`config.mk`:
```
export PLATFORM = sky130hd
export DESIGN_NAME = adcsf_top
export DESIGN_NICKNAME = d
export VERILOG_FILES = /design/src/adcsf_pkg.sv /design/src/adcsf_top.sv
export SDC_FILE = /design/constraint.sdc
export NUM_CORES = 1
export LEC_CHECK = 0
export BUFFER_PORTS_ARGS = -buffer_cell sky130_fd_sc_hd__buf_2
export CORE_ASPECT_RATIO = 0.7
export CORE_MARGIN = 1
export CORE_UTILIZATION = 30
export CTS_BUF_LIST = sky130_fd_sc_hd__clkbuf_4 sky130_fd_sc_hd__clkbuf_8 sky130_fd_sc_hd__clkbuf_16
export DETAILED_ROUTE_END_ITERATION = 12
export SLEW_MARGIN = 0
export SYNTH_ARGS = -nofsm -noshare
export SYNTH_HDL_FRONTEND = slang
export SYNTH_SLANG_ARGS = --single-unit
```
`constraint.sdc`:
```
create_clock -name MCLK -period 3.2 [get_ports MCLK]
set_clock_uncertainty 0.2 [all_clocks]
set_input_delay 0.96 -clock MCLK [delete_from_list [all_inputs] [get_ports MCLK]]
set_output_delay 0.96 -clock MCLK [all_outputs]
set_load 0.01 [all_outputs]
```
`src/adcsf_pkg.sv`:
```
// Package for the converter event flag register bank
package adcsf_pkg;

    // Register byte addresses on the Wishbone bus
    localparam logic [7:0]  ADCSF_FLAGS_OFS  = 8'h38;
    localparam logic [7:0]  ADCSF_ENABLE_OFS = 8'h3C;
    localparam logic [7:0]  ADCSF_UPPER_OFS  = 8'h40;
    localparam logic [7:0]  ADCSF_LOWER_OFS  = 8'h44;

    // Widths and counts
    localparam int          ADCSF_NSLOT      = 8;
    localparam int          ADCSF_FLAGS_W    = 24;

    // Field positions inside event_flags and event_enable_reg
    localparam int          ADCSF_TOR_LSB    = 16;
    localparam int          ADCSF_TUR_LSB    = 8;
    localparam int          ADCSF_GOR_BIT    = 7;
    localparam int          ADCSF_DRDY_BIT   = 4;
    localparam int          ADCSF_WAIT_BIT   = 3;
    localparam int          ADCSF_CAL_BIT    = 2;
    localparam int          ADCSF_SEQ_BIT    = 1;
    localparam int          ADCSF_CONV_BIT   = 0;

    // Sticky bits that exist (bits 6:4 are not sticky storage)
    localparam logic [23:0] ADCSF_STICKY_MASK = 24'hFFFF8F;

    // Values after reset
    localparam logic [23:0] ADCSF_FLAGS_RST  = 24'h000000;
    localparam logic [23:0] ADCSF_ENABLE_RST = 24'h000001;
    localparam logic [23:0] ADCSF_UPPER_RST  = 24'hFFFFFF;
    localparam logic [23:0] ADCSF_LOWER_RST  = 24'h000000;
    localparam logic [7:0]  ADCSF_UNREAD_RST = 8'h00;
    localparam logic [31:0] ADCSF_DAT_RST    = 32'h00000000;

    // A new result written into one slot
    typedef struct packed {
        logic        valid;
        logic [2:0]  slot;
        logic [23:0] value;
        logic        dig_over;
        logic        dig_under;
    } adcsf_result_t;

    // Host read of one result slot
    typedef struct packed {
        logic        rd;
        logic [2:0]  slot;
    } adcsf_slot_rd_t;

    // One-cycle event pulses from the converter core
    typedef struct packed {
        logic        wait_done;
        logic        wait_start_wr;
        logic        cal_stored;
        logic        cal_start_wr;
        logic        gain_cal_done;
        logic        gain_cal_over;
        logic        seq_iter_done;
        logic        sequence_trigger_reg_wr;
        logic        seq_wrap;
        logic        conversion_trigger_reg_wr;
        logic        conv_pre_result;
    } adcsf_core_ev_t;

endpackage

```
`src/adcsf_top.sv`:
```
// Event flag register bank of a multichannel converter, Wishbone slave
// Function
// - Set over flag on above-upper or overflow
// - Over flag sticky until status read
// - Set under flag on below-lower or underrange
// - Under flag sticky until status read
// - Flag bit n belongs to slot n
// - Gain calibration overrange sets bit 7
// - Gain flag clears on read or valid calibration
// - Data-ready is OR of eight unread bits
// - Slot read clears own bit; status read not
// - Every new result sets unread bit again
// - Wait flag: set done, clear read/start
// - Calibration flag: set stored, clear read/start
// - Sequence flag: set iteration, clear read/start/wrap
// - Conversion flag: set result, clear read/start/pre
// - Status register readable at any time
// - Enabled set flag drives interrupt output
// - Enable bits reset to 0x000001
`timescale 1ns/10ps
module adcsf_top
    import adcsf_pkg::*;
(
    input  wire logic           MCLK,       // Core clock, 125 MHz
    input  wire logic           RST_N,      // Asynchronous reset, low
    input  wire logic           WB_CYC_I,   // Bus cycle
    input  wire logic           WB_STB_I,   // Bus strobe
    input  wire logic           WB_WE_I,    // Write enable
    input  wire logic [7:0]     WB_ADR_I,   // Byte address
    input  wire logic [3:0]     WB_SEL_I,   // Byte lanes
    input  wire logic [31:0]    WB_DAT_I,   // Write data
    output logic      [31:0]    WB_DAT_O,   // Read data
    output logic                WB_ACK_O,   // Acknowledge
    input  wire adcsf_result_t  RESULT,     // New slot result
    input  wire adcsf_slot_rd_t SLOT_RD,    // Host slot read
    input  wire adcsf_core_ev_t CORE_EV,    // Core event pulses
    output logic                IRQ,        // Interrupt, high
    output logic                INTERRUPT_OUT_N // Interrupt, low
);

    logic [23:0] sticky;
    logic [23:0] next_sticky;
    logic [7:0]  unread;
    logic [7:0]  next_unread;
    logic [23:0] enable;
    logic [23:0] next_enable;
    logic [23:0] upper_threshold;
    logic [23:0] next_upper_threshold;
    logic [23:0] lower_threshold;
    logic [23:0] next_lower_threshold;
    logic        ack;
    logic        next_ack;
    logic [31:0] dat;
    logic [31:0] next_dat;

    logic        req;
    logic        rd_req;
    logic        wr_req;
    logic        hit_flags;
    logic        hit_enable;
    logic        hit_upper;
    logic        hit_lower;
    logic        status_rd;
    logic [23:0] lane_mask;
    logic [23:0] wr_bits;
    logic [23:0] flags_view;
    logic [23:0] set_vec;
    logic [23:0] clr_vec;
    logic [7:0]  tor_set;
    logic [7:0]  tur_set;
    logic [7:0]  slot_new;
    logic [7:0]  slot_read;

    // Bus decode
    assign req        = WB_CYC_I & WB_STB_I & ~ack;
    assign rd_req     = req & ~WB_WE_I;
    assign wr_req     = req & WB_WE_I;
    assign hit_flags  = (WB_ADR_I == ADCSF_FLAGS_OFS);
    assign hit_enable = (WB_ADR_I == ADCSF_ENABLE_OFS);
    assign hit_upper  = (WB_ADR_I == ADCSF_UPPER_OFS);
    assign hit_lower  = (WB_ADR_I == ADCSF_LOWER_OFS);
    assign lane_mask  = {{8{WB_SEL_I[2]}}, {8{WB_SEL_I[1]}},
                         {8{WB_SEL_I[0]}}};
    assign wr_bits    = WB_DAT_I[23:0] & lane_mask;
    // Clear applies at the edge the read word is captured
    assign status_rd  = rd_req & hit_flags;

    // Per-slot range compare and unread tracking
    genvar gi;
    generate
        for (gi = 0; gi < ADCSF_NSLOT; gi = gi + 1) begin : g_slot
            assign slot_new[gi]  = RESULT.valid
                                   & (RESULT.slot == 3'(gi));
            assign slot_read[gi] = SLOT_RD.rd
                                   & (SLOT_RD.slot == 3'(gi));
            assign tor_set[gi]   = slot_new[gi]
                                   & ((RESULT.value > upper_threshold)
                                   | RESULT.dig_over);
            assign tur_set[gi]   = slot_new[gi]
                                   & ((RESULT.value < lower_threshold)
                                   | RESULT.dig_under);
            // New result wins over a read in the same cycle
            assign next_unread[gi] = (unread[gi] & ~slot_read[gi])
                                     | slot_new[gi];
        end
    endgenerate

    // Data-ready is never stored, only derived
    always_comb begin
        flags_view = sticky;
        flags_view[ADCSF_DRDY_BIT] = |unread;
    end

    // Sticky flag sets and clears
    always_comb begin
        set_vec = 24'h000000;
        clr_vec = 24'h000000;
        set_vec[ADCSF_TOR_LSB +: 8] = tor_set;
        set_vec[ADCSF_TUR_LSB +: 8] = tur_set;
        set_vec[ADCSF_GOR_BIT]  = CORE_EV.gain_cal_done
                                  & CORE_EV.gain_cal_over;
        set_vec[ADCSF_WAIT_BIT] = CORE_EV.wait_done;
        set_vec[ADCSF_CAL_BIT]  = CORE_EV.cal_stored;
        set_vec[ADCSF_SEQ_BIT]  = CORE_EV.seq_iter_done;
        set_vec[ADCSF_CONV_BIT] = RESULT.valid;
        if (status_rd) begin
            clr_vec = ADCSF_STICKY_MASK;
        end
        if (wr_req && hit_flags) begin
            clr_vec = clr_vec | (wr_bits & ADCSF_STICKY_MASK);
        end
        if (CORE_EV.gain_cal_done && !CORE_EV.gain_cal_over) begin
            clr_vec[ADCSF_GOR_BIT] = 1'b1;
        end
        if (CORE_EV.wait_start_wr) begin
            clr_vec[ADCSF_WAIT_BIT] = 1'b1;
        end
        if (CORE_EV.cal_start_wr) begin
            clr_vec[ADCSF_CAL_BIT] = 1'b1;
        end
        if (CORE_EV.sequence_trigger_reg_wr || CORE_EV.seq_wrap) begin
            clr_vec[ADCSF_SEQ_BIT] = 1'b1;
        end
        if (CORE_EV.conversion_trigger_reg_wr || CORE_EV.conv_pre_result) begin
            clr_vec[ADCSF_CONV_BIT] = 1'b1;
        end
        // Set wins over any clear in the same cycle
        next_sticky = ((sticky & ~clr_vec) | set_vec)
                      & ADCSF_STICKY_MASK;
    end

    // Software registers and bus answer
    always_comb begin
        next_enable          = enable;
        next_upper_threshold = upper_threshold;
        next_lower_threshold = lower_threshold;
        next_ack             = req;
        next_dat             = dat;
        if (wr_req) begin
            if (hit_enable) begin
                next_enable = (enable & ~lane_mask) | wr_bits;
            end
            if (hit_upper) begin
                next_upper_threshold = (upper_threshold & ~lane_mask)
                                       | wr_bits;
            end
            if (hit_lower) begin
                next_lower_threshold = (lower_threshold & ~lane_mask)
                                       | wr_bits;
            end
        end
        if (rd_req) begin
            unique case (1'b1)
                hit_flags:  next_dat = {8'h00, flags_view};
                hit_enable: next_dat = {8'h00, enable};
                hit_upper:  next_dat = {8'h00, upper_threshold};
                hit_lower:  next_dat = {8'h00, lower_threshold};
                default:    next_dat = 32'h00000000;
            endcase
        end
    end

    always_ff @(posedge MCLK or negedge RST_N) begin
        if (!RST_N) begin
            sticky          <= ADCSF_FLAGS_RST;
            unread          <= ADCSF_UNREAD_RST;
            enable          <= ADCSF_ENABLE_RST;
            upper_threshold <= ADCSF_UPPER_RST;
            lower_threshold <= ADCSF_LOWER_RST;
            ack             <= 1'b0;
            dat             <= ADCSF_DAT_RST;
        end else begin
            sticky          <= next_sticky;
            unread          <= next_unread;
            enable          <= next_enable;
            upper_threshold <= next_upper_threshold;
            lower_threshold <= next_lower_threshold;
            ack             <= next_ack;
            dat             <= next_dat;
        end
    end

    assign WB_ACK_O        = ack;
    assign WB_DAT_O        = dat;
    assign IRQ             = |(flags_view & enable);
    assign INTERRUPT_OUT_N = ~IRQ;
endmodule

```
# Yosys cells after proc, flatten, opt, wreduce, memory -nomap -nowiden
# Cells that the tools add are included.
# word_totals
regBits,134
input_bits,94
output_inout_bits,35
wordCells,127
# op_classes
order_cmp,2
n_eq_ne,18
n_mux,8
bitwise_logic,80
n_reduce_logical,12
# ops
cell,n
24-bit AND,6
24-bit bitwise OR,5
24-bit case mux with 4 select lines,1
24-bit 2-to-1 mux,2
24-bit inverter,2
1-bit AND,46
"3-bit == test, second input constant",8
24-bit > comparator,1
24-bit < comparator,1
24-bit OR reduction,1
"8-bit by 6-bit == test with 1-bit output, second input constant",2
"8-bit by 7-bit == test with 1-bit output, second input constant",2
"3-bit by 2-bit == test with 1-bit output, second input constant",4
1-bit inverter,11
1-bit bitwise OR,10
8-bit OR reduction,1
"3-bit by 1-bit == test with 1-bit output, second input constant",2
3-bit logical NOT,2
2-bit AND reduction,3
1-bit 2-to-1 mux,5
1-bit logical AND,2
1-bit logical OR,2
1-bit logical NOT,1

# Depth between registers and ports, before layout
# logic_depth
depth_word,11
ltp_mapped,8
ltp_nobuf,7

# Worst setup path before layout
# OpenSTA, ideal clock, no wires.
# synth_path
path_type,input -> register
startpoint,input RESULT[24] (netlist name)
endpoint,register sticky[15]
setup_time_ns,0.162
t_arrival_ns,2.622
required_ns,2.838
setup_slack_ns,0.216
cell_stages,5
path_buffers,0
cell_sequence,ha_1 > nand4_1 > nor4_1 > nor4b_1 > o31ai_1
# synth_between
elab_chain_len,4
# synth_rtl
item,line,text
start: declaration,adcsf_top.sv:34,"input wire adcsf_result_t RESULT,"
24-bit < comparator,adcsf_top.sv:100,& ((RESULT.value < lower_threshold)
1-bit bitwise OR,adcsf_top.sv:101,| RESULT.dig_under);
1-bit AND,adcsf_top.sv:100,
24-bit bitwise OR,adcsf_top.sv:148,next_sticky = ((sticky & ~clr_vec) | set_vec)
net next_sticky[15],adcsf_top.sv:42,logic [23:0] next_sticky;
end signal: assignment,adcsf_top.sv:193,sticky <= next_sticky;
end: declaration,adcsf_top.sv:41,logic [23:0] sticky;
# The timed path passes the listed nets, and every way through them passes these cells.
# A chain may end at the register's enable or synchronous reset.

# Worst setup path in the final report
# layout_path
startpoint,register sticky[3]
endpoint,output IRQ
# layout_between
elab_chain_len,2
# layout_rtl
item,line,text
24-bit AND,adcsf_top.sv:205,assign IRQ = |(flags_view & enable);
24-bit OR reduction,adcsf_top.sv:205,
end: declaration,adcsf_top.sv:37,"output logic IRQ,"
# Every way passes these cells.

==> metrics.md <==
| Metric | Value |
|---|---|
| IO Count | `129` |
| Residual DRC | `0` |
| Total number of vias | `6,050` |
| Die footprint | `~24,000 µm²` |
| Cells after DPL | `between 1,000 and 1,500` |
| Netlist cell types | `49` |
| FFs w/ async S/R, synth | `100%` |
| GR Overflow Total | `0` |
| Failing checks | `setup timing` |
| Total track usage | `approximately a fifth` |
| Port bufs | `roughly 110` |
| Number of synthesized register bits | `around 130` |
| Tmin final | `3290 ps` |
| Largest net degree at the start of global routing | `46` |
| WHS | `approximately 280 ps` |
| WP data required | `2040 ps` |
| Clk slew on worst S/H paths | `70 ps` |
| Pleak | `0.00421 µW` |
| Crit-path cells | `a222oi_1 > nand3_1 > or4_4 > buf_2` |
| RSZ-0062 raised after global routing | `yes` |
| Clk sinks | `126` |
| CORE AREA | `around 23,000 µm²` |
| Max stage delay on crit path | `590 ps` |
| Max_slew headroom | `approximately 56%` |
| Vias in the first global route | `5,835` |
| Num CTS Buffers | `17` |
| Die Height | `~130 µm` |
| Max_cap viols | `0` |
| Final setup vio count | `2` |
| Final Wtd Congestion | `0.861` |
| Avg Cell Area, Syn | `10.1 µm²` |
| Synth warnings | `0` |
| Period utilization | `103%` |
| CTS root buf | `clkbuf_16` |
| Wire length of the first global-routing pass | `33.9 mm` |
| Layout area overhead | `26.2%` |
| Status | `finished, violations left` |
| Final Max Slew Viols | `0` |
| Iteration-0 DRC Markers | `602` |
| Sequential share of the synthesized area | `45.5%` |
| Power Density | `455 nW/µm²` |
| Final cell count without fillers | `1,167` |
| Post-route ant nets | `0` |
| Worst path slowest cell | `or4_4` |
| HPWL Detailed | `17.0 mm` |
| Filler instances | `~2,300` |
| WS Path Type | `reg -> out` |
| Row count | `46` |
| CP startpoint kind | `flop` |
| Starting Density | `a little under a third` |
| Post-synth EDFFs | `0` |
| Final WS setup | `-87.6 ps` |
| Layout cells sized above 1 | `32.2%` |
| Die width | `185 µm` |
| Least-Margin Pin Slew | `around 670 ps` |
| VDD IR max | `0.378 mV` |
| WP data arrival | `2130 ps` |
| FMAX | `0.304 GHz` |
| Length of the first detailed-routing pass in iterations | `5` |
| HP Class | `reg -> reg` |
| Placed instance area | `8110 µm²` |
| Worst Path Max Fanout | `2` |
| Initial antenna violation count | `1` |
| CP endpoint kind | `output port` |
| Post-Synthesis Cell Area | `7000 µm²` |
| Count of final hold-check violations | `0` |
| Total Nets Final | `982` |
| Via/cell ratio | `5.18` |
| CTS tree | `yes` |
| Maximum clock insertion buffer count | `2` |
| Drt wl/cell | `~19 µm` |
| Synth Flop Type | `dfrtp_1` |
| Clk Latency, worst-skew pair | `420 ps` |
| Final core utilization | `38.8%` |
| CTS H-tree depth | `4` |
| Post-Route WL | `22.3 mm` |
| Cell count after synthesis | `694` |
| Post-route cell area | `8840 µm²` |
| Worst slack, placed | `between 100 and 150 ps` |
==> kinds of logic (layout without fill, tap and decap cells) <==
kind of cell	after synthesis	after routing	synth area share, %
buffers and inverters	90	242	5.77
and+or+nand+nor	201	201	15.1
AOI/OAI and AO/OA	180	180	17.4
adders and majority gates	47	47	8.40
other	1	10	0.0536
muxes	49	49	7.88
DFF	126	126	45.5
==> per-stage QoR <==
stage	TNS [ps]	total power (µW)
finish	-174	4020
global route	-285	4170
CTS	-89.8	4030
detailed placement	0	2080
global placement	0	2070
floorplan	0	1880
==> worst paths after layout <==
| kind | startpoint | endpoint | slack [ps] | depth (start not counted) |
|---|---|---|---|---|
| worst max-delay path | sticky[3] | IRQ | -90 | 4 |
| worst min-delay path | WB_DAT_O[2] | WB_DAT_O[2] | 280 | 2 |
| worst max register to register | unread[6] | WB_DAT_O[4] | 50 | 16 |
| worst min register to register | WB_DAT_O[2] | WB_DAT_O[2] | 280 | 2 |
| max in group asynchronous | RST_N | asynchronous set/reset pin | 1700 | 2 |
| min in group asynchronous | RST_N | unread[4] | 360 | 1 |
==> per-layer routing <==
layer  wire, µm  GRT usage (%)  share of wire [%]
met3       1870           5.78                8.4
met2       8970           26.6                 40
met4        312           4.90                1.4
met5          0              0                  0
met1      11200           28.4                 50
==> report_power, final <==
| group | internal [µW] | switching, µW |
|---|---|---|
| combinational | 140 | 203 |
| sequential | 1660 | 61.1 |
| clock | 1160 | 793 |
==> placed cells by master, fill, tap and decap left out, drive strengths merged, types with 12 or more instances in the layout <==
cell type / synthesis / routed
dfrtp: 101 / 101
nand3: 31 / 31
o21ai: 67 / 67
a221oi: 22 / 22
nor3: 13 / 13
mux2: 49 / 49
a22oi: 12 / 12
buf: 22 / 156
a21oi: 19 / 19
dfstp: 25 / 25
nand2: 91 / 91
a22o: 21 / 21
inv: 55 / 60
clkbuf: 13 / 17
ha: 47 / 47
==> cell usage after synthesis, drive strengths merged, types with 2 or more instances <==
cell type | number | area (µm²)
a211oi | 4 | 30.0
a21o | 7 | 52.6
a21oi | 19 | 95.1
a221oi | 22 | 193
a222oi | 3 | 30.0
a22o | 21 | 184
a22oi | 12 | 90.1
a41o | 4 | 40.0
and3 | 9 | 56.3
and4 | 4 | 35.0
buf | 22 | 149
clkbuf | 13 | 48.8
dfrtp | 101 | 2530
dfstp | 25 | 657
ha | 47 | 588
inv | 55 | 206
mux2 | 49 | 552
nand2 | 91 | 342
nand2b | 8 | 50.1
nand3 | 31 | 155
nand4 | 9 | 56.3
nand4bb | 2 | 22.5
nor2 | 11 | 41.3
nor2b | 5 | 31.3
nor3 | 13 | 97.6
nor4 | 5 | 43.8
nor4b | 2 | 32.5
o211ai | 10 | 75.1
o21ai | 67 | 335
o31ai | 10 | 75.1
or4 | 3 | 22.5
or4b | 2 | 23.8
==> critical path, delay by kind of cell, from the launching register on <==
kind                   cells  cell delay (ps)
flip-flops                 1              410
AND/OR/NAND/NOR            2              720
buffers and inverters      1              160
AO/OA/AOI/OAI              1              430
==> cell type report <==
type / count / area (µm²) / share of cell area [%]
Inverter: 55 / 206 / 2.34
Clock inverter: 14 / 158 / 1.78
Antenna cell: 2 / 5.00 / 0.0566
Tap cell: 312 / 390 / 4.42
Timing Repair Buffer: 156 / 1000 / 11.3
Multi-Input combinational cell: 485 / 3470 / 39.2
Sequential cell: 126 / 3180 / 36.0
Clock buffer: 17 / 425 / 4.81
==> timing repair <==
item / in CTS / in global routing
setup endpoints to repair: 2 / 3
hold buffers: 0 / 0
pin swaps: 5 / 0
endpoints found under the hold margin: 0 / 0
gates resized for setup: 3 / 4
buffers inserted: 14 / 0
Power figures use the tool's default switching activity.
